## config.mk

```make
export PLATFORM = sky130hd
export DESIGN_NAME = alu8_core
export DESIGN_NICKNAME = d
export VERILOG_FILES = /design/src/logic/alu8_pkg.sv /design/src/logic/alu8_core.sv
export VERILOG_INCLUDE_DIRS = /design/src /design/src/logic
export SDC_FILE = /design/constraint.sdc
export NUM_CORES = 1
export LEC_CHECK = 0
export BUFFER_PORTS_ARGS = -buffer_cell sky130_fd_sc_hd__buf_4
export CAP_MARGIN = 15
export CORE_ASPECT_RATIO = 0.9
export CORE_UTILIZATION = 65
export CTS_BUF_LIST = sky130_fd_sc_hd__clkbuf_2 sky130_fd_sc_hd__clkbuf_4 sky130_fd_sc_hd__clkbuf_8
export DETAILED_ROUTE_END_ITERATION = 12
export PLACE_DENSITY = 0.95
export REMOVE_ABC_BUFFERS = 1
export SLEW_MARGIN = 20
export SYNTH_ARGS = -nofsm -noshare
export SYNTH_HDL_FRONTEND = slang
export SYNTH_SLANG_ARGS = --single-unit
```

## constraint.sdc

```tcl
create_clock -name clk -period 7.9 [get_ports clk]
set_input_delay 0 -clock clk [delete_from_list [all_inputs] [get_ports clk]]
set_output_delay 0 -clock clk [all_outputs]
set_load 0.03 [all_outputs]
```

## src/logic/alu8_defs.svh

```systemverilog
/*
 * Constants of the 8-bit arithmetic and logic unit: operation codes,
 * flag bit positions, reset values and latencies.
 * Assumes it is included by its bare name before the package.
 */
`ifndef ALU8_DEFS_SVH
`define ALU8_DEFS_SVH

// operation codes
`define ALU8_OP_ADD     5'h00
`define ALU8_OP_ADC     5'h01
`define ALU8_OP_WADD    5'h02
`define ALU8_OP_SUB     5'h03
`define ALU8_OP_SUBK    5'h04
`define ALU8_OP_SUBB    5'h05
`define ALU8_OP_SUBBK   5'h06
`define ALU8_OP_WSUB    5'h07
`define ALU8_OP_AND     5'h08
`define ALU8_OP_ANDK    5'h09
`define ALU8_OP_OR      5'h0A
`define ALU8_OP_ORK     5'h0B
`define ALU8_OP_XOR     5'h0C
`define ALU8_OP_BINV    5'h0D
`define ALU8_OP_AINV    5'h0E
`define ALU8_OP_BSET    5'h0F
`define ALU8_OP_BCLR    5'h10
`define ALU8_OP_INC     5'h11
`define ALU8_OP_MINUS1  5'h12
`define ALU8_OP_ZCHK    5'h13

// flag positions in the 6-bit flag vector
`define ALU8_F_C 0
`define ALU8_F_Z 1
`define ALU8_F_N 2
`define ALU8_F_V 3
`define ALU8_F_S 4
`define ALU8_F_H 5

`define ALU8_ALL_ONES   8'hFF
`define ALU8_FLAGS_RST  6'h00
`define ALU8_DATA_RST   8'h00
`define ALU8_LAT_BYTE   1
`define ALU8_LAT_WORD   2

`endif

```

## src/logic/alu8_pkg.sv

```systemverilog
/*
 * Types of the 8-bit arithmetic and logic unit.
 * Assumes alu8_defs.svh is on the include path.
 */
`default_nettype none
`include "alu8_defs.svh"

package alu8_pkg;
    // request from the decoder and register file
    typedef struct packed {
        logic       valid;
        logic [4:0] op;
        logic [7:0] dst;
        logic [7:0] src;
        logic [7:0] dst_hi;
        logic [7:0] imm;
    } alu8_req_t;

    // result handed back for write-back
    typedef struct packed {
        logic       valid;
        logic       word;
        logic [7:0] lo;
        logic [7:0] hi;
        logic [5:0] flags;
        logic [5:0] fmask;
    } alu8_rsp_t;
endpackage : alu8_pkg

`default_nettype wire

```

## src/logic/alu8_core.sv

```systemverilog
/*
 * Arithmetic and logic datapath of an 8-bit core: byte operations finish
 * one cycle after the request, word operations on a register pair two.
 * Assumes the decoder holds off new requests while busy is high and that
 * the register file writes back lo (and hi for word results) under fmask.
 */
// Summary of operation
// - Add and add-with-carry of two registers write the sum, set Z C N V H, one cycle.
// - Word add of a constant to a high/low pair sets Z C N V S and takes two cycles.
// - Subtract of a register or a constant writes the difference, sets Z C N V H, one cycle.
// - Register subtract with borrow removes source and carry, sets Z C N V H, one cycle.
// - Constant subtract with borrow removes constant and carry, sets Z C N V H, one cycle.
// - Word subtract of a constant from a high/low pair sets Z C N V S, two cycles.
// - And with a register or constant writes the result, sets only Z N V, one cycle.
// - Or with a register or constant writes the result, sets only Z N V, one cycle.
// - Bit setting ors the constant mask in and sets Z N V in one cycle.
// - Bit clearing ands with 0xFF minus the mask and sets Z N V in one cycle.
// - Zero and sign check ands a register with itself, sets Z N V, one cycle.
`default_nettype none
`include "alu8_defs.svh"

module alu8_core (
    input wire logic clk,
    input wire logic rst_n,
    input wire alu8_pkg::alu8_req_t req,
    input wire logic carry_in,
    output var alu8_pkg::alu8_rsp_t rsp,
    output logic busy
);
    import alu8_pkg::*;

    typedef enum logic [0:0] {
        ALU8_IDLE = 1'b0,
        ALU8_WORD = 1'b1
    } alu8_state_t;

    // ----------------------------------------------------------------
    // helpers
    // ----------------------------------------------------------------
    // 8-bit add with carry-in, returns {c, h, v, result}
    function automatic logic [10:0] alu8_add(input logic [7:0] a, input logic [7:0] b,
                                             input logic ci);
        logic [8:0] s;
        logic [4:0] hs;
        s = {1'b0, a} + {1'b0, b} + {8'h00, ci};
        hs = {1'b0, a[3:0]} + {1'b0, b[3:0]} + {4'h0, ci};
        alu8_add = {s[8], hs[4], (a[7] == b[7]) && (s[7] != a[7]), s[7:0]};
    endfunction : alu8_add

    // 8-bit subtract with borrow-in, returns {c, h, v, result}
    function automatic logic [10:0] alu8_sub(input logic [7:0] a, input logic [7:0] b,
                                             input logic bi);
        logic [8:0] s;
        logic [4:0] hs;
        s = {1'b0, a} - {1'b0, b} - {8'h00, bi};
        hs = {1'b0, a[3:0]} - {1'b0, b[3:0]} - {4'h0, bi};
        alu8_sub = {s[8], hs[4], (a[7] != b[7]) && (s[7] != a[7]), s[7:0]};
    endfunction : alu8_sub

    // ----------------------------------------------------------------
    // byte result and flag mask
    // ----------------------------------------------------------------
    logic [10:0] ar;
    logic [7:0] res;
    logic [5:0] fl;
    logic [5:0] fm;
    logic cy;
    logic arith;
    logic [15:0] w_in;
    logic [16:0] w_res;
    logic w_sub;

    // the word pair takes the constant zero-extended from 8 bits
    always_comb begin
        ar = 11'h000;
        res = `ALU8_DATA_RST;
        fm = 6'h00;
        arith = 1'b0;
        cy = 1'b0;
        fl = `ALU8_FLAGS_RST;
        w_in = {req.dst_hi, req.dst};
        w_sub = (req.op == `ALU8_OP_WSUB);
        w_res = w_sub ? ({1'b0, w_in} - {9'h000, req.imm})
                      : ({1'b0, w_in} + {9'h000, req.imm});
        case (req.op)
            `ALU8_OP_ADD: begin
                ar = alu8_add(req.dst, req.src, 1'b0);
                arith = 1'b1;
            end
            `ALU8_OP_ADC: begin
                ar = alu8_add(req.dst, req.src, carry_in);
                arith = 1'b1;
            end
            `ALU8_OP_SUB: begin
                ar = alu8_sub(req.dst, req.src, 1'b0);
                arith = 1'b1;
            end
            `ALU8_OP_SUBK: begin
                ar = alu8_sub(req.dst, req.imm, 1'b0);
                arith = 1'b1;
            end
            `ALU8_OP_SUBB: begin
                ar = alu8_sub(req.dst, req.src, carry_in);
                arith = 1'b1;
            end
            `ALU8_OP_SUBBK: begin
                ar = alu8_sub(req.dst, req.imm, carry_in);
                arith = 1'b1;
            end
            `ALU8_OP_AINV: begin
                ar = alu8_sub(8'h00, req.dst, 1'b0);
                arith = 1'b1;
            end
            `ALU8_OP_AND: res = req.dst & req.src;
            `ALU8_OP_ANDK: res = req.dst & req.imm;
            `ALU8_OP_OR: res = req.dst | req.src;
            `ALU8_OP_ORK: res = req.dst | req.imm;
            `ALU8_OP_BSET: res = req.dst | req.imm;
            `ALU8_OP_BCLR: res = req.dst & (`ALU8_ALL_ONES - req.imm);
            `ALU8_OP_ZCHK: res = req.dst & req.dst;
            `ALU8_OP_XOR: res = req.dst ^ req.src;
            `ALU8_OP_INC: res = req.dst + 8'h01;
            `ALU8_OP_MINUS1: res = req.dst - 8'h01;
            `ALU8_OP_BINV: begin
                res = `ALU8_ALL_ONES - req.dst;
                cy = 1'b1;
            end
            default: res = req.dst;
        endcase
        if (arith) begin
            res = ar[7:0];
            fl[`ALU8_F_C] = ar[10];
            fl[`ALU8_F_H] = ar[9];
            fl[`ALU8_F_V] = ar[8];
            fm = 6'h2F; // Z C N V H
        end else begin
            fl[`ALU8_F_C] = cy; // inversion always leaves carry set
            fm = cy ? 6'h0F : 6'h0E; // logic group touches Z N V, inversion also C
            // inc wraps 7F->80, dec wraps 80->7F: signed overflow
            if (req.op == `ALU8_OP_INC) fl[`ALU8_F_V] = (req.dst == 8'h7F);
            if (req.op == `ALU8_OP_MINUS1) fl[`ALU8_F_V] = (req.dst == 8'h80);
        end
        fl[`ALU8_F_Z] = (res == 8'h00);
        fl[`ALU8_F_N] = res[7];
        fl[`ALU8_F_S] = fl[`ALU8_F_N] ^ fl[`ALU8_F_V];
    end

    // ----------------------------------------------------------------
    // sequencing and output registers
    // ----------------------------------------------------------------
    alu8_state_t state_q, state_d;
    alu8_rsp_t rsp_q, rsp_d;
    alu8_rsp_t wpend_q, wpend_d;
    logic busy_q, busy_d;
    logic is_word;

    // a word op holds its result one extra cycle so it lands at the second edge
    always_comb begin
        is_word = (req.op == `ALU8_OP_WADD) || (req.op == `ALU8_OP_WSUB);
        state_d = state_q;
        rsp_d = '0;
        wpend_d = wpend_q;
        busy_d = 1'b0;
        unique case (state_q)
            ALU8_IDLE: begin
                if (req.valid && is_word) begin
                    wpend_d.valid = 1'b1;
                    wpend_d.word = 1'b1;
                    wpend_d.lo = w_res[7:0];
                    wpend_d.hi = w_res[15:8];
                    wpend_d.flags[`ALU8_F_C] = w_res[16];
                    wpend_d.flags[`ALU8_F_Z] = (w_res[15:0] == 16'h0000);
                    wpend_d.flags[`ALU8_F_N] = w_res[15];
                    wpend_d.flags[`ALU8_F_V] = w_sub ? (w_in[15] & ~w_res[15])
                                                     : (~w_in[15] & w_res[15]);
                    wpend_d.flags[`ALU8_F_S] = w_res[15] ^ wpend_d.flags[`ALU8_F_V];
                    wpend_d.flags[`ALU8_F_H] = 1'b0;
                    wpend_d.fmask = 6'h1F; // Z C N V S
                    busy_d = 1'b1;
                    state_d = ALU8_WORD;
                end else if (req.valid) begin
                    rsp_d.valid = 1'b1;
                    rsp_d.lo = res;
                    rsp_d.hi = 8'h00;
                    rsp_d.flags = fl;
                    rsp_d.fmask = fm;
                end
            end
            ALU8_WORD: begin
                rsp_d = wpend_q; // second cycle
                wpend_d = '0;
                state_d = ALU8_IDLE;
            end
        endcase
    end

    // synchronous reset clears all control state
    always_ff @(posedge clk) begin
        if (!rst_n) begin
            state_q <= ALU8_IDLE;
            rsp_q <= '0;
            wpend_q <= '0;
            busy_q <= 1'b0;
        end else begin
            state_q <= state_d;
            rsp_q <= rsp_d;
            wpend_q <= wpend_d;
            busy_q <= busy_d;
        end
    end

    assign rsp = rsp_q;
    assign busy = busy_q;
endmodule : alu8_core

`default_nettype wire

```

# --- After elaboration in Yosys (flattened, before gate mapping) ---
# Index checks and enable logic that the tools add are counted.
classes:
  n_eq_ne: 31
  bitwise_logic: 15
  n_addsub: 20
  multipliers: 0
  mux: 24
  n_shift: 0
  div_mod_pow: 0
  magnitude_cmp: 0
  reduce_logical: 16
ops:
  columns: ["op", "count"]
  rows:
  - ["$pmux W8 S11", 1]
  - ["$pmux W11 S7", 1]
  - ["$pmux W30 S2", 1]
  - ["$mux W28", 2]
  - ["$pmux W28 S2", 1]
  - ["$eq A5 B4 Y1 const B", 8]
  - ["$and A8 B8 Y8", 4]
  - ["$mux W30", 1]
  - ["$eq A5 B3 Y1 const B", 4]
  - ["$eq A5 B5 Y1 const B", 4]
  - ["$sub A8 B8 Y9", 2]
  - ["$sub A9 B1 Y9", 2]
  - ["$add A16 B8 Y17", 1]
  - ["$mux W17", 1]
  - ["$sub A16 B8 Y17", 1]
  - ["$logic_not A16 Y1", 1]
  - ["$or A8 B8 Y8", 2]
  - ["$sub A8 B8 Y8 const A", 2]
  - ["$mux W1", 12]
  - ["$eq A5 B2 Y1 const B", 2]
  - ["$sub A4 B4 Y5", 2]
  - ["$sub A5 B1 Y5", 2]
  - ["$add A8 B8 Y9", 1]
  - ["$add A9 B1 Y9", 1]
  - ["other kinds (26)", 47]
totals:
  register_bits: 62
  ramBits: 0
  wordCells: 120
  memories: 0
  in_bits: 41
  rom_bits: 0
  latchBits: 0

# --- Longest topological paths before layout ---
# Gate-level depths: netlist (run 1).
logic_depth:
  ltp_word: 10
  mapped_depth: 17

# --- Worst setup path before layout (run 1) ---
# Ideal clock, no wire load.
synth_path:
  kind: "input to register"
  start: "in req[36] in the netlist's numbering"
  end: "reg rsp_q, in the netlist rsp[8]"
  setup_time_ps: 120
  arrival_ps: 3098
  cell_stages: 16
  setup_slack_ps: 4682
  path_cell_list: "buf_2 clkbuf_1 buf_2 nand2_1 nor2_1 ha_1 a21o_1 a21oi_1 o21ai_0 a31oi_1 xnor2_1 mux2i_1 o211ai_1 a211oi_4 nor2_1 or2_1"
synth_via:
  elab_chain_len: 7
  elab_cells_between_ends: 31
synth_rtl:
  columns: ["element", "line_no", "text"]
  rows:
  - ["start, declared", "alu8_core.sv:25", "input wire alu8_pkg::alu8_req_t req,"]
  - ["$eq A5 B4 Y1, or another cell as far along", "alu8_core.sv:85", "case (req.op)"]
  - ["$reduce_or A7 Y1 (no source line) / $reduce_or A2 Y1 (equally long branches)", null, null]
  - ["$pmux W8 S11 / $mux W1 (equally long branches)", "alu8_core.sv:85", null]
  - ["$mux W8", "alu8_core.sv:130", "if (arith) begin"]
  - ["$mux W28", "alu8_core.sv:181", "end else if (req.valid) begin"]
  - ["$mux W28 (*)", "alu8_core.sv:166", "if (req.valid && is_word) begin"]
  - ["$pmux W28 S2 (*)", "alu8_core.sv:164", "unique case (state_q)"]
  - ["end signal, assigned", "alu8_core.sv:206", "rsp_q <= rsp_d;"]
  - ["end, declared", "alu8_core.sv:152", "alu8_rsp_t rsp_q, rsp_d;"]
# Mark *: on every way between the ends. The rest lies on a longest branch, timed or not.
# A chain may end at the register's enable or synchronous reset.

# --- Final worst setup path (run 1) ---
layout_path:
  start: "in req[34] in the netlist's numbering"
  end: "reg wpend_q[7] in the netlist's numbering"
layout_via:
  elab_chain_len: 5
  elab_cells_between_ends: 9
layout_rtl:
  columns: ["element", "line_no", "text"]
  rows:
  - ["$eq A5 B3 Y1 (no source line)", null, null]
  - ["$mux W17", "alu8_core.sv:83", "w_res = w_sub ? ({1'b0, w_in} - {9'h000, req.imm})"]
  - ["$logic_not A16 Y1", "alu8_core.sv:172", "wpend_d.flags[`ALU8_F_Z] = (w_res[15:0] == 16'h0000);"]
  - ["$mux W30", "alu8_core.sv:166", null]
  - ["$pmux W30 S2", "alu8_core.sv:164", null]
  - ["end signal, assigned", "alu8_core.sv:207", "wpend_q <= wpend_d;"]
  - ["end, declared", "alu8_core.sv:153", "alu8_rsp_t wpend_q, wpend_d;"]
# Parallel ways exist; a longest one is shown, timed or not. The select of a mux whose other input is x is not followed.

==> results of run 1 <==
[flip-flops by register name (all words and copies together) (netlist names)]
register  cells
rsp          26
state_q       1
wpend_q      21
[cell type report]
class	count	area, um2	share of cell area
inverters	31	116.4	0.01769
flip-flops and latches	48	960.9	0.1461
repair buffers	72	540.5	0.08218
multi-input cells	704	4715	0.7168
clock inverters	2	13.76	0.002092
well taps	119	148.9	0.02264
clock buffers	6	82.58	0.01255
[path summary, 6_finish.rpt]
kind                 to  depth (start not counted)   startpoint
min             rsp[16]                          2        rst_n
min reg2reg     rsp[10]                          2  wpend_q[10]
max          wpend_q[7]                         16      req[34]
max reg2reg  wpend_q[7]                          7      state_q
[cells by family (layout without fill, tap and decap cells)]
| family | count (synthesis) | count (layout) | share of synthesized area |
|---|---|---|---|
| buffers and inverters | 67 | 111 | 0.04806 |
| multiplexers | 6 | 6 | 0.01007 |
| XOR/XNOR | 70 | 70 | 0.1028 |
| AND/OR/NAND/NOR | 301 | 301 | 0.2487 |
| adder cells (fa/ha/maj) | 61 | 61 | 0.1343 |
| AO/OA/AOI/OAI | 266 | 266 | 0.2949 |
| flip-flops | 48 | 48 | 0.1612 |
[metal layers]
metal,up-vias,routed length [um],global-route usage
met1,3182,8582,0.6416
met3,106,3192,0.1057
met2,598,8761,0.6589
met4,0,791,0.1479
li1,3077,-,-
met5,-,0,0
[power groups by stage]
stage / Sequential, mW / Clock, mW / Combinational (mW)
finish: 0.252 / 0.153 / 0.413
floorplan: 0.267 / 0 / 0.252
global route: 0.252 / 0.162 / 0.436
CTS: 0.251 / 0.152 / 0.392
global placement: 0.257 / 0 / 0.379
detailed placement: 0.257 / 0 / 0.390
[layout by cell type, fill, tap and decap left out, types with 5 or more instances in the layout]
cell type,n
o41ai_1,6
nor2b_1,12
o21a_1,7
dfxtp_1,48
nand4b_1,5
nor3_1,27
and3_1,12
nand3b_1,5
o211ai_1,9
a211oi_1,11
nor2_1,83
o22ai_1,22
nand2_1,76
fa_1,5
xnor2_1,42
o221ai_1,5
a31oi_1,8
o21ai_0,53
a22oi_1,9
and2_1,6
mux2i_1,6
or3_1,7
a21oi_1,71
nand3_1,19
xor2_1,28
buf_4,72
inv_1,31
a21o_1,12
nand2b_1,22
clkbuf_8,6
ha_1,56
nor4_1,5
nand4_1,6
==> impl_results.md, run 1 <==
* Die W at 103.0 um
* Die Span Y at 92.86 um
* Pre-antenna DRT Iters at 9
* Post-synth EDFFs at 0
* Synth warn at 0
* CTS tree: done
* Post-Syn Area at 0.005962 mm2
* Clk_skew at 0.008905 ns
* Clk sink count at 48
* Startpoint Class: input pin
* Syn_area_per_cell at 7.280 um2
* Net Switching at 0.3469 mW
* RSZ-0062 raised after global routing: no
* Critical path class: in -> reg
* RePlAce Congestion at 1.069
* Vias per cell at 7.091
* Ranking of synthesized cells by area: dfxtp_1 16%, ha_1 12%, xnor2_1 6.2%, a21oi_1 6.0%, nor2_1 5.2%
* Initial drt markers at 989
* Commonest cells in the netlist: 83 x nor2_1, 76 x nand2_1, 71 x a21oi_1
* Final WL at 21.33 mm
* Synthesized flop and latch total at 48
* CP Buf/Inv Count at 1
* Vias post-DR at 6963
* Placed wire-length estimate at 16.28 mm
* Post-CTS resize count at 0
* Num rows at 32
* Post-CTS Hold Buffers at 0
* Largest net degree at the start of global routing at 30
* Minimum clock period at 3.625 ns
* CTS root buf: clkbuf_8
* Crit-path max FO at 25
* CP Data Required Time at 8.13 ns
* Fill cells at 707
* CP Data Arrival Time at 3.85 ns
* Layout Cells excl Fill at 982
* Sequential share of power at 0.308
* Post-CTS Setup Bufs at 0
* Total Power at 0.8177 mW
* Die ar. at 0.009559 mm2
* Ant. Diodes at 0
* Final hold slack at 0.01625 ns
* Slowest stage cell, crit path: nor2_1
* H-tree depth at 2
* Slew HR at 0.2844
* Initial antenna violation count at 0
* Area grow syn2layout at 10.33%
* Clock group share of total power at 0.188
* Wire per inst at 21.72 um
* Int Power at 0.4708 mW
* Layout cells sized above 1 at 0.1124
* # setup viols final at 0
* Total track usage at 0.4502
* CTS Buffer Depth at 2
* Clock transition at path regs at 0.09 ns
* R2R setup slack at 5.43 ns
* Yosys top cell area share at 0.1612
* Ys async rst share at 0
* CP peak stage delay at 0.53 ns
* Cell with the most instances after synthesis: nor2_1
* CP top delay family: simple AND/OR/NAND/NOR gates
* Num CTS Buffers at 5
* Utilization after layout at 0.7536
* Crit end category: register
* CP cell instances: buf_4 -> nor2b_1 -> nand2b_1 -> nor2_1 -> nor2_1 -> xnor2_1 -> ha_1 -> o21a_1 -> o31a_1 -> nor3_1 -> o31ai_1 -> xor2_1 -> or4_1 -> nor3_1 -> nand4b_1 -> o21ai_0
* Sequential area share after synthesis at 0.1612
* Routed Antenna Nets at 0
* # IOs at 72
* Post-DP Area at 0.006481 mm2
* F_max at 0.2759 GHz
* Lkg Pwr at 2.761 nW
* Initial core utilization at 0.6831
* Endpoints failing hold at 0
* Max-cap violations at 0
* DRC errors left at 0
* Status: complete, no violations
* Synth area leader: dfxtp_1
* Setup TNS at 0 ns
* Final Net Count at 964
* Slew @ Worst Pin at 1.065 ns
* IO buf count at 71
* Final WS setup at 4.275 ns
* Switching part of the total at 0.4242
* Cell variety after synth at 75
* Total gr overflow at 0
* Post-Syn Instances at 819
* Post-route clock period utilization at 0.4588
* Ys flop type: dfxtp_1
* Vias in the first global route at 6258
* HP Class: in -> reg
* Fin. max-slew vios at 0
* Worst IR Drop VDD at 0.0001232 V
* Pre-CTS WS at 4.060 ns
* Placed insts at 974
* First-pass GRT wire length at 32.74 mm
* Design area at 0.006578 mm2
* Worst skew pair latency at 0.30 ns
* Core Region at 0.008728 mm2
* Pwr per Cell Area at 124.3 mW/mm2
* Logic pwr share at 0.505
Note: power is estimated with default switching activity, not from simulation.
==> inputs of run 2 (changes only) <==
--- a/config.mk
+++ b/config.mk
@@ -9,10 +9,10 @@
 export BUFFER_PORTS_ARGS = -buffer_cell sky130_fd_sc_hd__buf_4
 export CAP_MARGIN = 15
 export CORE_ASPECT_RATIO = 0.9
-export CORE_UTILIZATION = 65
+export CORE_UTILIZATION = 56
 export CTS_BUF_LIST = sky130_fd_sc_hd__clkbuf_2 sky130_fd_sc_hd__clkbuf_4 sky130_fd_sc_hd__clkbuf_8
 export DETAILED_ROUTE_END_ITERATION = 12
-export PLACE_DENSITY = 0.95
+export PLACE_DENSITY = 0.88
 export REMOVE_ABC_BUFFERS = 1
 export SLEW_MARGIN = 20
 export SYNTH_ARGS = -nofsm -noshare
==> constraint.sdc (replaced) <==
create_clock -name clk -period 3.18 [get_ports clk]
set_input_delay 0 -clock clk [delete_from_list [all_inputs] [get_ports clk]]
set_output_delay 0 -clock clk [all_outputs]
set_load 0.03 [all_outputs]
==> run 2 against run 1 <==
  * Global-route usage fell by 6.6 points
  * Critical path depth did not move
  * Flip-flop and latch count did not move
  * Wire length rose by 1.8%
  * Combinational power rose to 2.8 times the previous value
  * Cell count rose by 9.5%
  * Core utilization fell by 5.1 points
  * Register-to-register slack got worse by 4.4 ns
  * Via count rose by 0.57%
  * Sequential share of layout area fell by 1.3 points
  * Count of clock-buffer cells in the layout did not move
  * Highest routed layer unchanged
==> impl_results.md, run 2 (synthesized netlist as in run 1, its figures left out) <==
* Post-route clock period utilization at 0.9489
* Num rows at 35
* R2R Path End: wpend_q[7]
* Die ar. at 0.01106 mm2
* Post-CTS Hold Buffers at 0
* Fill cells at 869
* Post-CTS resize count at 0
* Total gr overflow at 0
* HP Class: in -> reg
* Final hold slack at 0.01796 ns
* Area grow syn2layout at 21.30%
* # setup viols final at 0
* CP Data Arrival Time at 3.24 ns
* Hold endpoint: rsp[13]
* CP Data Required Time at 3.41 ns
* Commonest non-fill, non-tap cell in the layout: buf_4
* DRC errors left at 0
* # IOs at 72
* CTS root buf: clkbuf_8
* Crit end category: register
* Vias in the first global route at 6276
* Clock transition at path regs at 0.08 ns
* Worst reg2reg path depth at 7
* WHS Path Cells at 2
* Routed Antenna Nets at 0
* Slowest stage cell, crit path: nor4_1
* Crit-path max FO at 3
* CTS tree: done
* Ant. Diodes at 0
* Status: complete, no violations
* Lkg Pwr at 3.160 nW
* Reg2reg start: state_q
* Slew HR at 0.5698
* Minimum clock period at 3.017 ns
* Core Region at 0.01029 mm2
* Slew @ Worst Pin at 0.6370 ns
* Num CTS Buffers at 5
* Pre-CTS WS at -0.07219 ns
* Worst IR Drop VDD at 0.0003288 V
* CP peak stage delay at 0.48 ns
* F_max at 0.3314 GHz
* First-pass GRT wire length at 33.64 mm
* Wire per inst at 20.20 um
* Clk_skew at 0.002603 ns
* Max FFs per register at 26
* Largest net degree at the start of global routing at 27
* Worst skew pair latency at 0.30 ns
* RePlAce Congestion at 1.015
* Die W at 110.8 um
* CP cell instances: buf_4 -> nor2b_2 -> nor2b_1 -> nand3_1 -> mux2i_2 -> fa_1 -> a21oi_1 -> nor2b_1 -> nor2_1 -> xnor2_1 -> nor4_1 -> nand4b_1 -> or4_1 -> nor3_1 -> nand4b_1 -> o21ai_0
* Total track usage at 0.3843
* Initial drt markers at 963
* Initial antenna violation count at 0
* Most frequent cells in the layout: 156 x buf_4, 81 x nor2_1, 76 x nand2_1
* H-tree depth at 2
* Die Span Y at 99.89 um
* Placed wire-length estimate at 17.13 mm
* R2R setup slack at 1.01 ns
* Layout Cells excl Fill at 1075
* Total Power at 2.136 mW
* Critical path class: in -> reg
* Max-cap violations at 0
* Final WL at 21.72 mm
* Pwr per Cell Area at 295.4 mW/mm2
* Fin. max-slew vios at 0
* Vias per cell at 6.514
* Post-CTS Setup Bufs at 0
* Setup TNS at 0 ns
* Placed insts at 1068
* Clk sink count at 48
* Layout cells sized above 1 at 0.1956
* Final WS setup at 0.1626 ns
* Pre-antenna DRT Iters at 5
* IO buf count at 71
* Worst hold start: rst_n
* Startpoint Class: input pin
* Vias post-DR at 7003
* Initial core utilization at 0.5793
* CTS Buffer Depth at 2
* Endpoints failing hold at 0
* Final Net Count at 1048
-- run 2: critical path, delay by kind of cell --
family | cells | cell delay, ns
xor gates and xnor gates | 1 | 0.15
muxes | 1 | 0.22
buffers and inverters | 1 | 0.12
adders and majority gates | 1 | 0.39
AOI/OAI and AO/OA | 2 | 0.35
and+or+nand+nor | 10 | 2.02
-- run 2: area by class of cell --
type	instances	area, um2	share of cell area
Multi-Input combinational cell	704	4731	0.6542
Timing Repair Buffer	156	1171	0.1619
Sequential cell	48	960.9	0.1329
Tap cell	129	161.4	0.02232
Inverter	31	116.4	0.01609
Clock buffer	6	82.58	0.01142
Clock inverter	1	8.758	0.001211
-- run 2: through the flow --
step | instance area [um2] | util
after floorplan | 5792 | -
after global placement | 7124 | 0.6923
after detailed placement | 7124 | 0.6923
after CTS | 7216 | 0.7012
after global routing | 7232 | 0.7027
final | 7232 | 0.7027
-- run 2: how the worst max path moves through the flow --
stage	from	to	slack, ns
floorplan	req[34]	wpend_q[7]	0.17
global placement	req[35]	wpend_q[7]	0.007
detailed placement	req[35]	wpend_q[7]	-0.07
CTS	req[35]	wpend_q[7]	0.21
global route	req[34]	wpend_q[7]	-0.02
finish	req[35]	wpend_q[7]	0.16
-- run 2: per-layer routing --
metal,up-vias,GRT usage,share of wire
met2,503,0.5652,0.42
met3,57,0.07850,0.13
met5,-,0,0
li1,3260,-,-
met4,0,0.1159,0.025
met1,3183,0.5606,0.42
-- run 2: power by group --
part | switching [mW] | internal, mW | total (mW)
combinational | 0.669 | 0.476 | 1.14
clock | 0.195 | 0.173 | 0.368
sequential | 0.00667 | 0.617 | 0.623
total | 0.870 | 1.27 | 2.14
==> inputs of run 3 (changes only) <==
--- a/config.mk
+++ b/config.mk
@@ -12,7 +12,8 @@
 export CORE_UTILIZATION = 56
 export CTS_BUF_LIST = sky130_fd_sc_hd__clkbuf_2 sky130_fd_sc_hd__clkbuf_4 sky130_fd_sc_hd__clkbuf_8
 export DETAILED_ROUTE_END_ITERATION = 12
-export PLACE_DENSITY = 0.88
+export MAX_ROUTING_LAYER = met4
+export PLACE_DENSITY_LB_ADDON = 0.3
 export REMOVE_ABC_BUFFERS = 1
 export SLEW_MARGIN = 20
 export SYNTH_ARGS = -nofsm -noshare
==> run 3 against run 2 <==
  * Setup slack better by 0.028 ns
  * Final area about the same
  * Power is 5.2% higher
  * Critical path depth shrank 1
  * Global-route usage grew 2.8 points
  * Clock power increased by 20%
  * Core utilization about the same
  * Clock skew increased by 0.0059 ns
  * Sequential share of layout area about the same
  * Register-to-register slack better by 0.07 ns
  * Count of clock-buffer cells in the layout shrank 1
  * Flip-flop and latch count unchanged
  * Critical endpoint is now rsp[8]
  * Largest cell class unchanged
  * Highest routed layer unchanged
==> impl_results.md, run 3 (synthesized netlist as in run 1, its figures left out) <==
* Status: complete, no violations
* Final WL at 22.99 mm
* CP Data Required Time at 3.38 ns
* Critical path class: in -> reg
* Post-route clock period utilization at 0.9401
* CTS Buffer Depth at 2
* Final hold slack at 0.01872 ns
* Worst IR Drop VDD at 0.0004116 V
* # IOs at 72
* Area of the multi-input gates at 0.004740 mm2
* Clk sink count at 48
* Max-cap violations at 0
* Fill cells at 847
* F_max at 0.3345 GHz
* Switching part of the total at 0.4054
* Crit end category: register
* Vias per cell at 6.660
* R2R Path End: wpend_q[7]
* CP cell instances: buf_4 -> inv_1 -> ha_1 -> fa_1 -> nand2b_1 -> a21oi_1 -> buf_4 -> xor2_1 -> nor3_1 -> nand3b_1 -> xor2_1 -> o22ai_1 -> a211oi_4 -> nor2_1 -> or2_1
* Startpoint Class: input pin
* WHS Path Cells at 2
* R2R setup slack at 1.08 ns
* Slew HR at 0.5608
* Worst hold start: rst_n
* Largest net degree at the start of global routing at 27
* First-pass GRT wire length at 34.89 mm
* Vias in the first global route at 6612
* IO buf count at 71
* H-tree depth at 2
* Worst skew pair latency at 0.30 ns
* CTS tree: done
* Pwr per Cell Area at 311.1 mW/mm2
* Post-CTS Hold Buffers at 0
* Endpoints failing hold at 0
* Max FFs per register at 26
* Die Span Y at 99.89 um
* Clock group share of total power at 0.196
* Logic pwr share at 0.526
* Vias post-DR at 7133
* Slew @ Worst Pin at 0.6538 ns
* Num CTS Buffers at 5
* Pre-CTS WS at -0.08368 ns
* Wire per inst at 21.47 um
* Pre-antenna DRT Iters at 5
* Minimum clock period at 2.989 ns
* Most frequent cells in the layout: 151 x buf_4, 82 x nor2_1, 76 x nand2_1
* Reg2reg start: state_q
* CP peak stage delay at 0.42 ns
* CTS root buf: clkbuf_8
* Sequential cell area at 960.9 um2
* Worst reg2reg path depth at 7
* Crit-path max FO at 5
* # setup viols final at 0
* Placed wire-length estimate at 18.41 mm
* Clk_skew at 0.008466 ns
* Num rows at 35
* Initial antenna violation count at 0
* Final WS setup at 0.1906 ns
* Utilization after layout at 0.7022
* Layout cells sized above 1 at 0.1921
* Commonest non-fill, non-tap cell in the layout: buf_4
* DRC errors left at 0
* Post-CTS Setup Bufs at 0
* Slowest stage cell, crit path: fa_1
* CP Data Arrival Time at 3.19 ns
* Die W at 110.8 um
* Die ar. at 0.01106 mm2
* Hold endpoint: rsp[13]
* Initial drt markers at 810
* Area grow syn2layout at 21.22%
* Fin. max-slew vios at 0
* RePlAce Congestion at 1.038
* Net Switching at 0.9113 mW
* Int Power at 1.337 mW
* Ant. Diodes at 0
* Total gr overflow at 0
* Total track usage at 0.4118
* HP Class: in -> reg
* Routed Antenna Nets at 0
* Post-CTS resize count at 0
* Sequential share of power at 0.278
* Final Net Count at 1043
* Lkg Pwr at 3.144 nW
* Clock transition at path regs at 0.09 ns
* Core Region at 0.01029 mm2
* Initial core utilization at 0.5793
-- run 3: stage by stage --
stage               cells  power, mW  setup TNS [ns]  instance area [um2]
finish               1071      2.248               0                 7227
global route         1071      2.349        -0.05103                 7227
CTS                  1071      2.191               0                 7202
detailed placement   1063      1.758         -0.2419                 7087
global placement     1063      1.731               0                 7087
floorplan             783      1.289               0                 5792
-- run 3: worst max-delay path, delay by kind of cell --
kind | cells | cell delay (ns)
compound gates | 3 | 0.69
xor+xnor | 2 | 0.39
fa+ha+maj | 2 | 0.68
simple gates | 5 | 0.97
buf+inv | 3 | 0.44
-- run 3: worst max path at each step --
stage,from,slack [ns],end,depth (start not counted)
after floorplan,req[34],0.17,wpend_q[7],15
after global placement,req[35],0.05,wpend_q[7],15
after detailed placement,req[35],-0.08,wpend_q[9],17
after CTS,req[35],0.21,wpend_q[9],17
after global routing,req[35],-0.04,wpend_q[7],16
final,req[24],0.19,rsp[8],15
-- run 3: cell type report --
type / instances / share of cell area
clock inverter: 3 / 0.006406
clock buffer: 5 / 0.009522
sequential: 48 / 0.1330
multi-input combinational: 704 / 0.6558
timing repair buffer: 151 / 0.1569
tap: 129 / 0.02233
inverter: 31 / 0.01610
-- run 3: power groups by stage --
stage                     Sequential, mW  Combinational (mW)  Clock [mW]
after floorplan                    0.663               0.626           0
after global routing               0.626                1.25       0.473
after CTS                          0.624                1.12       0.442
after detailed placement           0.638                1.12           0
final                              0.624                1.18       0.441
after global placement             0.637                1.09           0
-- run 3: routing by layer --
metal | global-route usage | part of all wire
met1 | 0.5503 | 0.42
met2 | 0.6101 | 0.43
met3 | 0.09420 | 0.12
met4 | 0.1415 | 0.035
met5 | - | 0
